`src/verilog/essn_pkg.sv`:
```
// Package for the host-side controller of a flash nested-program-in-erase-suspend sequence.
// Assumes a 16-bit flash data bus, word addressing and one 40 MHz clock.
package essn_pkg;
  localparam logic [11:0] ADDR_UNLOCK1 = 12'h555;
  localparam logic [11:0] ADDR_UNLOCK2 = 12'h2aa;
  localparam logic [7:0] CMD_RESET = 8'hf0;
  localparam logic [7:0] CMD_SR_READ = 8'h70;
  localparam logic [7:0] CMD_SR_CLEAR = 8'h71;
  localparam logic [7:0] CMD_UNLOCK1 = 8'haa;
  localparam logic [7:0] CMD_UNLOCK2 = 8'h55;
  localparam logic [7:0] CMD_LOCK_SETCLR = 8'ha0;
  localparam logic [7:0] CMD_EXIT_ENTRY = 8'h90;
  localparam logic [7:0] CMD_EXIT = 8'h00;
  localparam logic [7:0] CMD_WORD_PROG = 8'ha0;
  localparam logic [7:0] CMD_BUF_LOAD = 8'h25;
  localparam logic [7:0] CMD_BUF_CONFIRM = 8'h29;
  localparam logic [7:0] CMD_SUSP_LEGACY = 8'hb0;
  localparam logic [7:0] CMD_SUSP_ENH = 8'h51;
  localparam logic [7:0] CMD_RES_LEGACY = 8'h30;
  localparam logic [7:0] CMD_RES_ENH = 8'h50;
  localparam logic [8:0] MAX_WORDS = 9'd256;
  localparam int STATUS_READY_POS = 7;
  // Bus cycle timing at 40 MHz.
  localparam int CLK_NS = 25;
  localparam int WE_PULSE_NS = 50;
  localparam int WE_CYC = (WE_PULSE_NS + CLK_NS - 1) / CLK_NS;
  localparam int RD_ACCESS_NS = 100;
  localparam int RD_CYC = (RD_ACCESS_NS + CLK_NS - 1) / CLK_NS;
  localparam int PSL_US = 40;
  localparam int PSL_CYC = PSL_US * 1000 / CLK_NS;

  typedef enum logic [3:0] {
    OP_LOCK_ENTER, OP_LOCK_SETCLR, OP_LOCK_EXIT, OP_WORD_PROG, OP_BUF_PROG,
    OP_SUSPEND, OP_RESUME, OP_RESUME_UNLOCK, OP_STATUS, OP_RESET, OP_CLEAR, OP_READ
  } essn_op_e;
endpackage : essn_pkg

```
`src/verilog/essn_host.sv`:
```
// Host controller that issues command sequences to a flash whose sector erase is suspended.
// Assumes the flash is already in the erase-suspended state when an operation is requested.
`timescale 1ns/1ps
// Summary of operation
// - In lock state send A0 for set/clear; 90 then 00 exits to erase suspend.
// - Buffer program sends word count minus one, at most 255, at the sector address; 0 or over 256 words refused.
// - Suspend nested program by writing B0 or 51 to any address.
// - In suspended state 30 or 50 resumes; F0, 71, status read keep state.
// - AA at 555 then 55 at 2AA, then resume code restarts nested programming.
module essn_host (
  // Clock and reset
  input wire logic i_ref_clk,
  input wire logic i_rst_n,
  // Operation request
  input wire logic i_req,
  input wire logic [3:0] i_op,
  input wire logic i_enhanced,
  input wire logic [11:0] i_addr,
  input wire logic [15:0] i_data,
  input wire logic [8:0] i_words,
  input wire logic [11:0] i_sector,
  output logic o_ready,
  output logic o_done,
  output logic o_refused,
  output logic [15:0] o_rdata,
  output logic o_prog_busy,
  output logic o_prog_suspended,
  // Buffer data stream, one word per pulse of o_word_req
  output logic o_word_req,
  input wire logic [15:0] i_word,
  // Flash pins
  output logic [11:0] o_fl_addr,
  output logic [15:0] o_fl_dq_o,
  output logic o_fl_dq_oe,
  input wire logic [15:0] i_fl_dq_i,
  output logic o_fl_we_n,
  output logic o_fl_oe_n
);
  typedef enum logic [2:0] {
    DEV_ERASE_SUSP, DEV_LOCK, DEV_PROG, DEV_SUSP_REQ, DEV_SUSPENDED
  } essn_dev_e;
  typedef enum logic [1:0] {
    H_IDLE, H_ISSUE, H_WAIT, H_PSL
  } essn_ph_e;
  typedef struct packed {
    essn_ph_e ph;
    essn_dev_e dev;
    logic [3:0] op;
    logic [3:0] step;
    logic [8:0] left;
    logic [11:0] addr;
    logic [15:0] data;
    logic [11:0] sector;
    logic enh;
    logic go;
    logic wr;
    logic [11:0] caddr;
    logic [15:0] cdata;
    logic done;
    logic refused;
    logic wreq;
    logic [15:0] rdata;
    logic [19:0] psl;
  } essn_host_s;
  essn_host_s s_q, s_d;

  logic cyc_done;
  logic [15:0] cyc_rdata;

  essn_bus_cycle u_cycle (
    .i_ref_clk(i_ref_clk),
    .i_rst_n(i_rst_n),
    .i_go(s_q.go),
    .i_write(s_q.wr),
    .i_addr(s_q.caddr),
    .i_wdata(s_q.cdata),
    .o_done(cyc_done),
    .o_rdata(cyc_rdata),
    .o_fl_addr(o_fl_addr),
    .o_fl_dq_o(o_fl_dq_o),
    .o_fl_dq_oe(o_fl_dq_oe),
    .i_fl_dq_i(i_fl_dq_i),
    .o_fl_we_n(o_fl_we_n),
    .o_fl_oe_n(o_fl_oe_n)
  );

  // Legality of an operation in the tracked flash state.
  function automatic logic op_ok(input logic [3:0] op, input essn_dev_e dev,
                                 input logic [8:0] words);
    logic ok;
    ok = 1'b0;
    case (op)
      4'(essn_pkg::OP_LOCK_ENTER): ok = (dev == DEV_ERASE_SUSP);
      4'(essn_pkg::OP_LOCK_SETCLR), 4'(essn_pkg::OP_LOCK_EXIT): ok = (dev == DEV_LOCK);
      4'(essn_pkg::OP_WORD_PROG): ok = (dev == DEV_ERASE_SUSP);
      4'(essn_pkg::OP_BUF_PROG):
        ok = (dev == DEV_ERASE_SUSP) && (words != 9'h0) && (words <= essn_pkg::MAX_WORDS);
      4'(essn_pkg::OP_SUSPEND): ok = (dev == DEV_PROG);
      4'(essn_pkg::OP_RESUME), 4'(essn_pkg::OP_RESUME_UNLOCK): ok = (dev == DEV_SUSPENDED);
      4'(essn_pkg::OP_STATUS), 4'(essn_pkg::OP_READ): ok = 1'b1;
      4'(essn_pkg::OP_RESET), 4'(essn_pkg::OP_CLEAR):
        ok = (dev == DEV_LOCK) || (dev == DEV_SUSPENDED) || (dev == DEV_PROG);
      default: ok = 1'b0;
    endcase
    if ((dev == DEV_SUSP_REQ) && (op != 4'(essn_pkg::OP_STATUS))) begin
      ok = 1'b0;
    end
    return ok;
  endfunction : op_ok

  always_comb begin
    s_d = s_q;
    s_d.go = 1'b0;
    s_d.done = 1'b0;
    s_d.refused = 1'b0;
    s_d.wreq = 1'b0;
    case (s_q.ph)
      H_IDLE: begin
        if (i_req) begin
          if (op_ok(i_op, s_q.dev, i_words)) begin
            s_d.ph = H_ISSUE;
            s_d.op = i_op;
            s_d.step = 4'h0;
            s_d.left = i_words;
            s_d.addr = i_addr;
            s_d.data = i_data;
            s_d.sector = i_sector;
            s_d.enh = i_enhanced;
          end else begin
            s_d.refused = 1'b1;
          end
        end
      end
      H_ISSUE: begin
        s_d.go = 1'b1;
        s_d.wr = 1'b1;
        s_d.ph = H_WAIT;
        s_d.caddr = essn_pkg::ADDR_UNLOCK1;
        s_d.cdata = 16'h0;
        case (s_q.op)
          4'(essn_pkg::OP_LOCK_ENTER), 4'(essn_pkg::OP_WORD_PROG),
          4'(essn_pkg::OP_BUF_PROG), 4'(essn_pkg::OP_RESUME_UNLOCK): begin
            // Every prefixed command opens with the two unlock writes.
            if (s_q.step == 4'h0) begin
              s_d.cdata = {8'h0, essn_pkg::CMD_UNLOCK1};
            end else if (s_q.step == 4'h1) begin
              s_d.caddr = essn_pkg::ADDR_UNLOCK2;
              s_d.cdata = {8'h0, essn_pkg::CMD_UNLOCK2};
            end else begin
              case (s_q.op)
                4'(essn_pkg::OP_LOCK_ENTER): begin
                  s_d.cdata = {8'h0, 8'he0};
                end
                4'(essn_pkg::OP_WORD_PROG): begin
                  if (s_q.step == 4'h2) begin
                    s_d.cdata = {8'h0, essn_pkg::CMD_WORD_PROG};
                  end else begin
                    s_d.caddr = s_q.addr;
                    s_d.cdata = s_q.data;
                  end
                end
                4'(essn_pkg::OP_BUF_PROG): begin
                  s_d.caddr = s_q.sector;
                  if (s_q.step == 4'h2) begin
                    s_d.cdata = {8'h0, essn_pkg::CMD_BUF_LOAD};
                  end else if (s_q.step == 4'h3) begin
                    s_d.cdata = 16'(s_q.left - 9'h1);
                  end else if (s_q.step == 4'h4) begin
                    s_d.caddr = s_q.sector;
                    s_d.cdata = i_word;
                  end else begin
                    s_d.cdata = {8'h0, essn_pkg::CMD_BUF_CONFIRM};
                  end
                end
                default: begin
                  s_d.caddr = 12'h0;
                  s_d.cdata = {8'h0, s_q.enh ? essn_pkg::CMD_RES_ENH
                                             : essn_pkg::CMD_RES_LEGACY};
                end
              endcase
            end
          end
          4'(essn_pkg::OP_LOCK_SETCLR): begin
            if (s_q.step == 4'h0) begin
              s_d.caddr = 12'h0;
              s_d.cdata = {8'h0, essn_pkg::CMD_LOCK_SETCLR};
            end else begin
              s_d.caddr = s_q.addr;
              s_d.cdata = s_q.data;
            end
          end
          4'(essn_pkg::OP_LOCK_EXIT): begin
            s_d.caddr = 12'h0;
            s_d.cdata = {8'h0, (s_q.step == 4'h0) ? essn_pkg::CMD_EXIT_ENTRY
                                                  : essn_pkg::CMD_EXIT};
          end
          4'(essn_pkg::OP_SUSPEND): begin
            s_d.caddr = s_q.addr;
            s_d.cdata = {8'h0, s_q.enh ? essn_pkg::CMD_SUSP_ENH
                                       : essn_pkg::CMD_SUSP_LEGACY};
          end
          4'(essn_pkg::OP_RESUME): begin
            s_d.caddr = 12'h0;
            s_d.cdata = {8'h0, s_q.enh ? essn_pkg::CMD_RES_ENH
                                       : essn_pkg::CMD_RES_LEGACY};
          end
          4'(essn_pkg::OP_STATUS): begin
            if (s_q.step == 4'h0) begin
              s_d.cdata = {8'h0, essn_pkg::CMD_SR_READ};
            end else begin
              s_d.wr = 1'b0;
              s_d.caddr = s_q.addr;
            end
          end
          4'(essn_pkg::OP_RESET): begin
            s_d.caddr = 12'h0;
            s_d.cdata = {8'h0, essn_pkg::CMD_RESET};
          end
          4'(essn_pkg::OP_CLEAR): begin
            s_d.cdata = {8'h0, essn_pkg::CMD_SR_CLEAR};
          end
          default: begin
            s_d.wr = 1'b0;
            s_d.caddr = s_q.addr;
          end
        endcase
      end
      H_WAIT: begin
        if (cyc_done) begin
          s_d.ph = H_ISSUE;
          s_d.step = s_q.step + 4'h1;
          if ((s_q.op == 4'(essn_pkg::OP_BUF_PROG)) && (s_q.step == 4'h4)) begin
            s_d.wreq = 1'b1;
            s_d.left = s_q.left - 9'h1;
            if (s_q.left != 9'h1) begin
              s_d.step = 4'h4;
            end
          end
          if (last_step(s_q.op, s_q.step, s_q.left)) begin
            s_d.ph = H_IDLE;
            s_d.done = 1'b1;
            s_d.rdata = cyc_rdata;
            s_d.dev = next_dev(s_q.op, s_q.dev, cyc_rdata[essn_pkg::STATUS_READY_POS]);
            if (s_q.op == 4'(essn_pkg::OP_SUSPEND)) begin
              s_d.ph = H_PSL;
              s_d.done = 1'b0;
              s_d.psl = 20'(essn_pkg::PSL_CYC);
            end
          end
        end
      end
      H_PSL: begin
        // No request, not even a status read, is taken while the latency runs out.
        if (s_q.psl == 20'h0) begin
          s_d.ph = H_IDLE;
          s_d.done = 1'b1;
          s_d.dev = DEV_SUSPENDED;
        end else begin
          s_d.psl = s_q.psl - 20'h1;
        end
      end
      default: s_d.ph = H_IDLE;
    endcase
  end

  function automatic logic last_step(input logic [3:0] op, input logic [3:0] step,
                                     input logic [8:0] left);
    logic r;
    r = 1'b0;
    case (op)
      4'(essn_pkg::OP_LOCK_ENTER), 4'(essn_pkg::OP_RESUME_UNLOCK): r = (step == 4'h2);
      4'(essn_pkg::OP_WORD_PROG): r = (step == 4'h3);
      4'(essn_pkg::OP_BUF_PROG): r = (step == 4'h5);
      4'(essn_pkg::OP_LOCK_SETCLR), 4'(essn_pkg::OP_LOCK_EXIT),
      4'(essn_pkg::OP_STATUS): r = (step == 4'h1);
      default: r = 1'b1;
    endcase
    if ((op == 4'(essn_pkg::OP_BUF_PROG)) && (left == 9'h0)) begin
      r = 1'b1;
    end
    return r;
  endfunction : last_step

  function automatic essn_dev_e next_dev(input logic [3:0] op, input essn_dev_e dev,
                                         input logic rdy);
    essn_dev_e n;
    n = dev;
    case (op)
      4'(essn_pkg::OP_LOCK_ENTER): n = DEV_LOCK;
      4'(essn_pkg::OP_LOCK_EXIT): n = DEV_ERASE_SUSP;
      4'(essn_pkg::OP_WORD_PROG), 4'(essn_pkg::OP_BUF_PROG): n = DEV_PROG;
      4'(essn_pkg::OP_SUSPEND): n = DEV_SUSP_REQ;
      4'(essn_pkg::OP_RESUME), 4'(essn_pkg::OP_RESUME_UNLOCK): n = DEV_PROG;
      4'(essn_pkg::OP_RESET), 4'(essn_pkg::OP_CLEAR):
        n = (dev == DEV_LOCK && op == 4'(essn_pkg::OP_CLEAR)) ? DEV_LOCK
          : (dev == DEV_SUSPENDED) ? DEV_SUSPENDED : DEV_ERASE_SUSP;
      4'(essn_pkg::OP_STATUS):
        n = (dev == DEV_PROG && rdy) ? DEV_PROG : dev;
      default: n = dev;
    endcase
    return n;
  endfunction : next_dev

  always_ff @(posedge i_ref_clk) begin
    if (!i_rst_n) begin
      s_q <= '0;
    end else begin
      s_q <= s_d;
    end
  end

  assign o_ready = (s_q.ph == H_IDLE);
  assign o_done = s_q.done;
  assign o_refused = s_q.refused;
  assign o_rdata = s_q.rdata;
  assign o_prog_busy = (s_q.dev == DEV_PROG);
  assign o_prog_suspended = (s_q.dev == DEV_SUSPENDED);
  assign o_word_req = s_q.wreq;
endmodule : essn_host

```
`src/verilog/essn_bus_cycle.sv`:
```
// One flash bus cycle engine: a write or a read, strobes held for fixed counts.
// Assumes the flash samples on the rising edge of write enable and drives data after the read count.
`timescale 1ns/1ps
module essn_bus_cycle (
  // Clock and reset
  input wire logic i_ref_clk,
  input wire logic i_rst_n,
  // Request
  input wire logic i_go,
  input wire logic i_write,
  input wire logic [11:0] i_addr,
  input wire logic [15:0] i_wdata,
  output logic o_done,
  output logic [15:0] o_rdata,
  // Flash pins
  output logic [11:0] o_fl_addr,
  output logic [15:0] o_fl_dq_o,
  output logic o_fl_dq_oe,
  input wire logic [15:0] i_fl_dq_i,
  output logic o_fl_we_n,
  output logic o_fl_oe_n
);
  typedef struct packed {
    logic busy;
    logic wr;
    logic [3:0] cnt;
    logic [11:0] addr;
    logic [15:0] wdata;
    logic [15:0] rdata;
    logic done;
  } essn_cyc_s;
  essn_cyc_s s_q, s_d;

  always_comb begin
    s_d = s_q;
    s_d.done = 1'b0;
    if (!s_q.busy) begin
      if (i_go) begin
        s_d.busy = 1'b1;
        s_d.wr = i_write;
        s_d.addr = i_addr;
        s_d.wdata = i_wdata;
        s_d.cnt = i_write ? 4'(essn_pkg::WE_CYC) : 4'(essn_pkg::RD_CYC);
      end
    end else if (s_q.cnt == 4'h0) begin
      s_d.busy = 1'b0;
      s_d.done = 1'b1;
      // The flash data is a response to our own strobe, so it is settled by now.
      if (!s_q.wr) begin
        s_d.rdata = i_fl_dq_i;
      end
    end else begin
      s_d.cnt = s_q.cnt - 4'h1;
    end
  end

  always_ff @(posedge i_ref_clk) begin
    if (!i_rst_n) begin
      s_q <= '0;
    end else begin
      s_q <= s_d;
    end
  end

  assign o_done = s_q.done;
  assign o_rdata = s_q.rdata;
  assign o_fl_addr = s_q.addr;
  assign o_fl_dq_o = s_q.wdata;
  assign o_fl_dq_oe = s_q.busy & s_q.wr;
  assign o_fl_we_n = ~(s_q.busy & s_q.wr & (s_q.cnt != 4'h0));
  assign o_fl_oe_n = ~(s_q.busy & ~s_q.wr);
endmodule : essn_bus_cycle

```
`config.mk`:
```
export PLATFORM = sky130hd
export DESIGN_NAME = essn_host
export DESIGN_NICKNAME = d
export VERILOG_FILES = /design/src/verilog/essn_pkg.sv /design/src/verilog/essn_host.sv /design/src/verilog/essn_bus_cycle.sv
export SDC_FILE = /design/constraint.sdc
export NUM_CORES = 1
export LEC_CHECK = 0
export ABC_AREA = 1
export BUFFER_PORTS_ARGS = -buffer_cell sky130_fd_sc_hd__buf_4
export CAP_MARGIN = 20
export CORE_MARGIN = 4
export CORE_UTILIZATION = 35
export DETAILED_ROUTE_END_ITERATION = 16
export GPL_TIMING_DRIVEN = 0
export PLACE_DENSITY_LB_ADDON = 0.3
export SETUP_SLACK_MARGIN = 0.2
export SLEW_MARGIN = 20
export SYNTH_ARGS = -nofsm -noshare
export SYNTH_HDL_FRONTEND = slang
export SYNTH_SLANG_ARGS = --single-unit
```
`constraint.sdc`:
```
create_clock -name i_ref_clk -period 2.4 [get_ports i_ref_clk]
set_input_delay 0.12 -clock i_ref_clk [delete_from_list [all_inputs] [get_ports i_ref_clk]]
set_output_delay 0.12 -clock i_ref_clk [all_outputs]
set_load 0.05 [all_outputs]
```
==> key figures <==
Hold path
  • WHS Path Cells: 3
  • Hold Startpoint: i_addr[6]
  • End of the worst hold path: s_q[104]
  • Hold WC Path Type: in2reg

CTS
  • Clk slew on worst S/H paths: roughly 80 ps
  • TritonCTS clock tree: built
  • CTS H-tree lvls: 4
  • Clk buf depth: 2
  • Clk_lat worst skew: 440 ps
  • Total clock buffers created by CTS: 17
  • Clock root cell: clkbuf_16
  • CTS sink cnt: 183

Floorplan
  • Die ar.: between 30,000 and 40,000 um2
  • Die Ht: 174 um
  • Die X: 174 um
  • Initial core utilization: 0.356
  • Floorplan Core Area: 27,000 um2
  • IO Pins: between 100 and 150
  • Site Rows: 60

STA
  • Worst Skew: 15.2 ps
  • Fin Setup TNS: 0 ps
  • Setup-failing EPs final: 0
  • RSZ-0062 raised after global routing: yes
  • Max Fclk: 0.481 GHz
  • Post-layout min period: 2080 ps
  • Final period util: 0.866
  • Slew Viols, Final: 0
  • Relative max-transition margin: 0.552
  • Slew @ Worst Pin: 671 ps
  • Final hold vios: 0

Yosys
  • Top cell type's share of synthesized area: 0.382
  • #FFs+latches synth: 183
  • Synth Instances: ~1,500
  • Cell taking the most area after synthesis: dfxtp_1
  • Syn Area/Cell: 6.59 um2
  • Synth async-reset ratio: 0
  • Synth top cells by count: 342 x nand2_1, 231 x nor2_1, 183 x dfxtp_1, 139 x a21oi_1, 132 x o21ai_0
  • Synth warnings: 0
  • EDFF count, synth: 0
  • Post-synth cell types: 44
  • Most frequent cell after synthesis: nand2_1
  • Synth area leaders: dfxtp_1 38%, nand2_1 13%, nor2_1 9.0%
  • Synth Cell Area: 9590 um2
  • Most used DFF post-synth: dfxtp_1
  • Sequential-to-total area share from yosys stat: 0.382
  • Post-synthesis net count: 1,552

Run
  • Max_cap viols: 0

Power
  • Seq pwr share: 0.406
  • Pleak: 5.67 nW
  • Cell Pwr Density: 664 nW/um2
  • Peak VDD IR: around 0.38 mV
  • Psw: between 0.002 and 0.003 W
  • Tot Pwr: 0.00818 W
  • Clock Power Share: 0.358
  • Comb power frac: 0.236
  • Cell internal pwr: 0.00534 W
  • Sw Share: 0.347

GRT
  • Total track usage: 0.202
  • GRT overflow: 0
  • Met2 GRT Util: 0.319
  • GRT busiest layer: met2
  • Largest net degree at the start of global routing: 21
  • Initial antenna violation count: 0
  • First-pass GRT wire length: 49,400 um
  • GR Util met1: 0.285
  • Number of global-route vias before repair: 9,360
  • Met3 Usage GRT: 0.0356

Critical path
  • Critical path peak fanout: 10
  • Worst Reg2Reg Path Length in Cells: 15
  • CP Launch Type: register
  • Worst r2r src: s_q[119]
  • Reg2Reg Setup Slack: between 300 and 400 ps
  • Worst path arrival time: 2400 ps
  • Kind of critical path: reg2reg
  • Crit. End Element: register
  • CP required: 2720 ps
  • Worst R2R End: s_q[127]

Routing
  • Pre-antenna DRT Iters: 5
  • Initial DRC Count: ~720
  • DRC: 0
  • Post-DR vias/cell: slightly below 5
  • Routed wire per std cell: 15.3 um
  • Routed Antenna Nets: 0
  • Via count: 9,999
  • Routed wire length: 31,000 um

Place
  • Placed cell area: 11,100 um2
  • Hpwl dp: 23,300 um
  • Routability cong.: between 0.9 and 1
  • PortBufs: ~140

Finish
  • # diodes: 0
  • Fillers: 2,780
  • Fin nets: 1,765
  • Flip-flop and latch area: 3670 um2
  • Ratio of cells with drive above 1 in the final layout: 0.187
  • Final core utilization: 0.457
  • Design area: about 12,000 um2
  • Area grow syn2layout: 28.5%
  • Multi-input gate area: 4910 um2

Run status
  • Outcome: finished clean
-- stage by stage --
stage / setup WS [ps] / cells / hold slack [ps]
2_1_floorplan: 444 / 1454 / 255
5_1_grt: 173 / 2021 / 19.4
4_1_cts: 210 / 2018 / 3.50
3_5_place_dp: 118 / 1936 / 355
6_report: 321 / 2021 / 8.23
3_3_place_gp: 91.1 / 1936 / 347
-- sequential cells by signal, summed over array words and instances, names as in the netlist --
signal / cells
o_refused: 1
u_cycle.o_fl_addr: 12
o_rdata: 16
u_cycle.o_done: 1
u_cycle.o_rdata: 16
o_word_req: 1
u_cycle.s_q: 6
u_cycle.o_fl_dq_o: 16
s_q: 113
o_done: 1
-- worst max-delay path: stages, from the launching register on --
cell and delay, ps:
dfxtp_2 390, inv_1 80, ha_1 190, nand2_1 150
inv_2 110, nand2_1 80, nand4_1 170, nor2_4 200
inv_2 70, nand2_1 80, nand2_2 60, buf_6 150
nand2_4 80, nand2_1 50, nand2_1 50, nor2_1 60
-- how the worst max path moves through the flow --
stage / start / endpoint / slack [ps]
global route: s_q[120] / s_q[50] / 170
global placement: s_q[131] / s_q[101] / 90
floorplan: s_q[131] / s_q[110] / 440
finish: s_q[119] / s_q[127] / 320
detailed placement: s_q[131] / s_q[101] / 120
CTS: s_q[127] / s_q[82] / 210
-- cell families (layout without fill, tap and decap cells) --
logic type	count (synthesis)	in the layout	share of synthesized area
AO/OA/AOI/OAI	308	308	0.171
XOR/XNOR	23	23	0.0210
adder cells (fa/ha/maj)	9	9	0.0117
buffers and inverters	235	461	0.115
flip-flops	183	183	0.382
AND/OR/NAND/NOR	696	696	0.299
-- metal layers --
layer / vias to the layer above / routed length [um]
li1: 5080 / -
met1: 4559 / 14900
met2: 323 / 13600
met3: 37 / 1850
met4: 0 / 648
met5: - / 0
-- cells in the final DEF, fill, tap and decap left out, types with 3 or more instances in the layout --
| master | Yosys | routed |
|---|---|---|
| dfxtp_1 | 183 | 180 |
| a31oi_1 | 8 | 8 |
| nand2_2 | 7 | 8 |
| o21ai_1 | 3 | 7 |
| nor2_4 | 1 | 4 |
| a211oi_1 | 9 | 9 |
| inv_1 | 107 | 105 |
| nand3_1 | 72 | 71 |
| buf_4 | 48 | 191 |
| nand4_1 | 15 | 15 |
| dlygate4sd3_1 | 0 | 50 |
| inv_2 | 13 | 15 |
| buf_2 | 14 | 13 |
| inv_8 | 0 | 7 |
| xor2_1 | 15 | 15 |
| clkinv_8 | 0 | 4 |
| nor2_1 | 231 | 223 |
| nor2_2 | 10 | 15 |
| nor3_1 | 7 | 6 |
| nand2_4 | 2 | 4 |
| dfxtp_2 | 0 | 3 |
| clkbuf_1 | 48 | 41 |
| clkbuf_16 | 0 | 17 |
| xnor2_1 | 8 | 8 |
| a21oi_1 | 139 | 138 |
| o21ai_0 | 132 | 128 |
| clkbuf_2 | 0 | 5 |
| or2_2 | 3 | 3 |
| buf_6 | 3 | 5 |
| ha_1 | 9 | 8 |
| nand2_1 | 342 | 339 |
-- final cells by class --
class | instances | share of cell area
Multi-Input combinational cell | 1036 | 0.398
Buffer | 113 | 0.0542
Tap cell | 341 | 0.0346
Sequential cell | 183 | 0.298
Timing Repair Buffer | 194 | 0.128
Inverter | 122 | 0.0374
Clock buffer | 18 | 0.0356
Clock inverter | 14 | 0.0138
-- power by group through the flow --
stage               sequential, W  clock [W]  combinational (W)
CTS                       0.00332    0.00296            0.00186
detailed placement        0.00339          0            0.00177
finish                    0.00332    0.00293            0.00193
global placement          0.00338          0            0.00177
floorplan                 0.00336          0            0.00121
global route              0.00334    0.00309            0.00212
-- timing repair --
item | CTS | global route
buffers inserted | 0 | 3
hold buffers | 50 | 0
hold endpoints to repair | 50 | 0
pin swaps | 1 | 3
resized for setup | 9 | 43
setup endpoints to repair | 28 | 116
(Power assumes the default switching activity.)
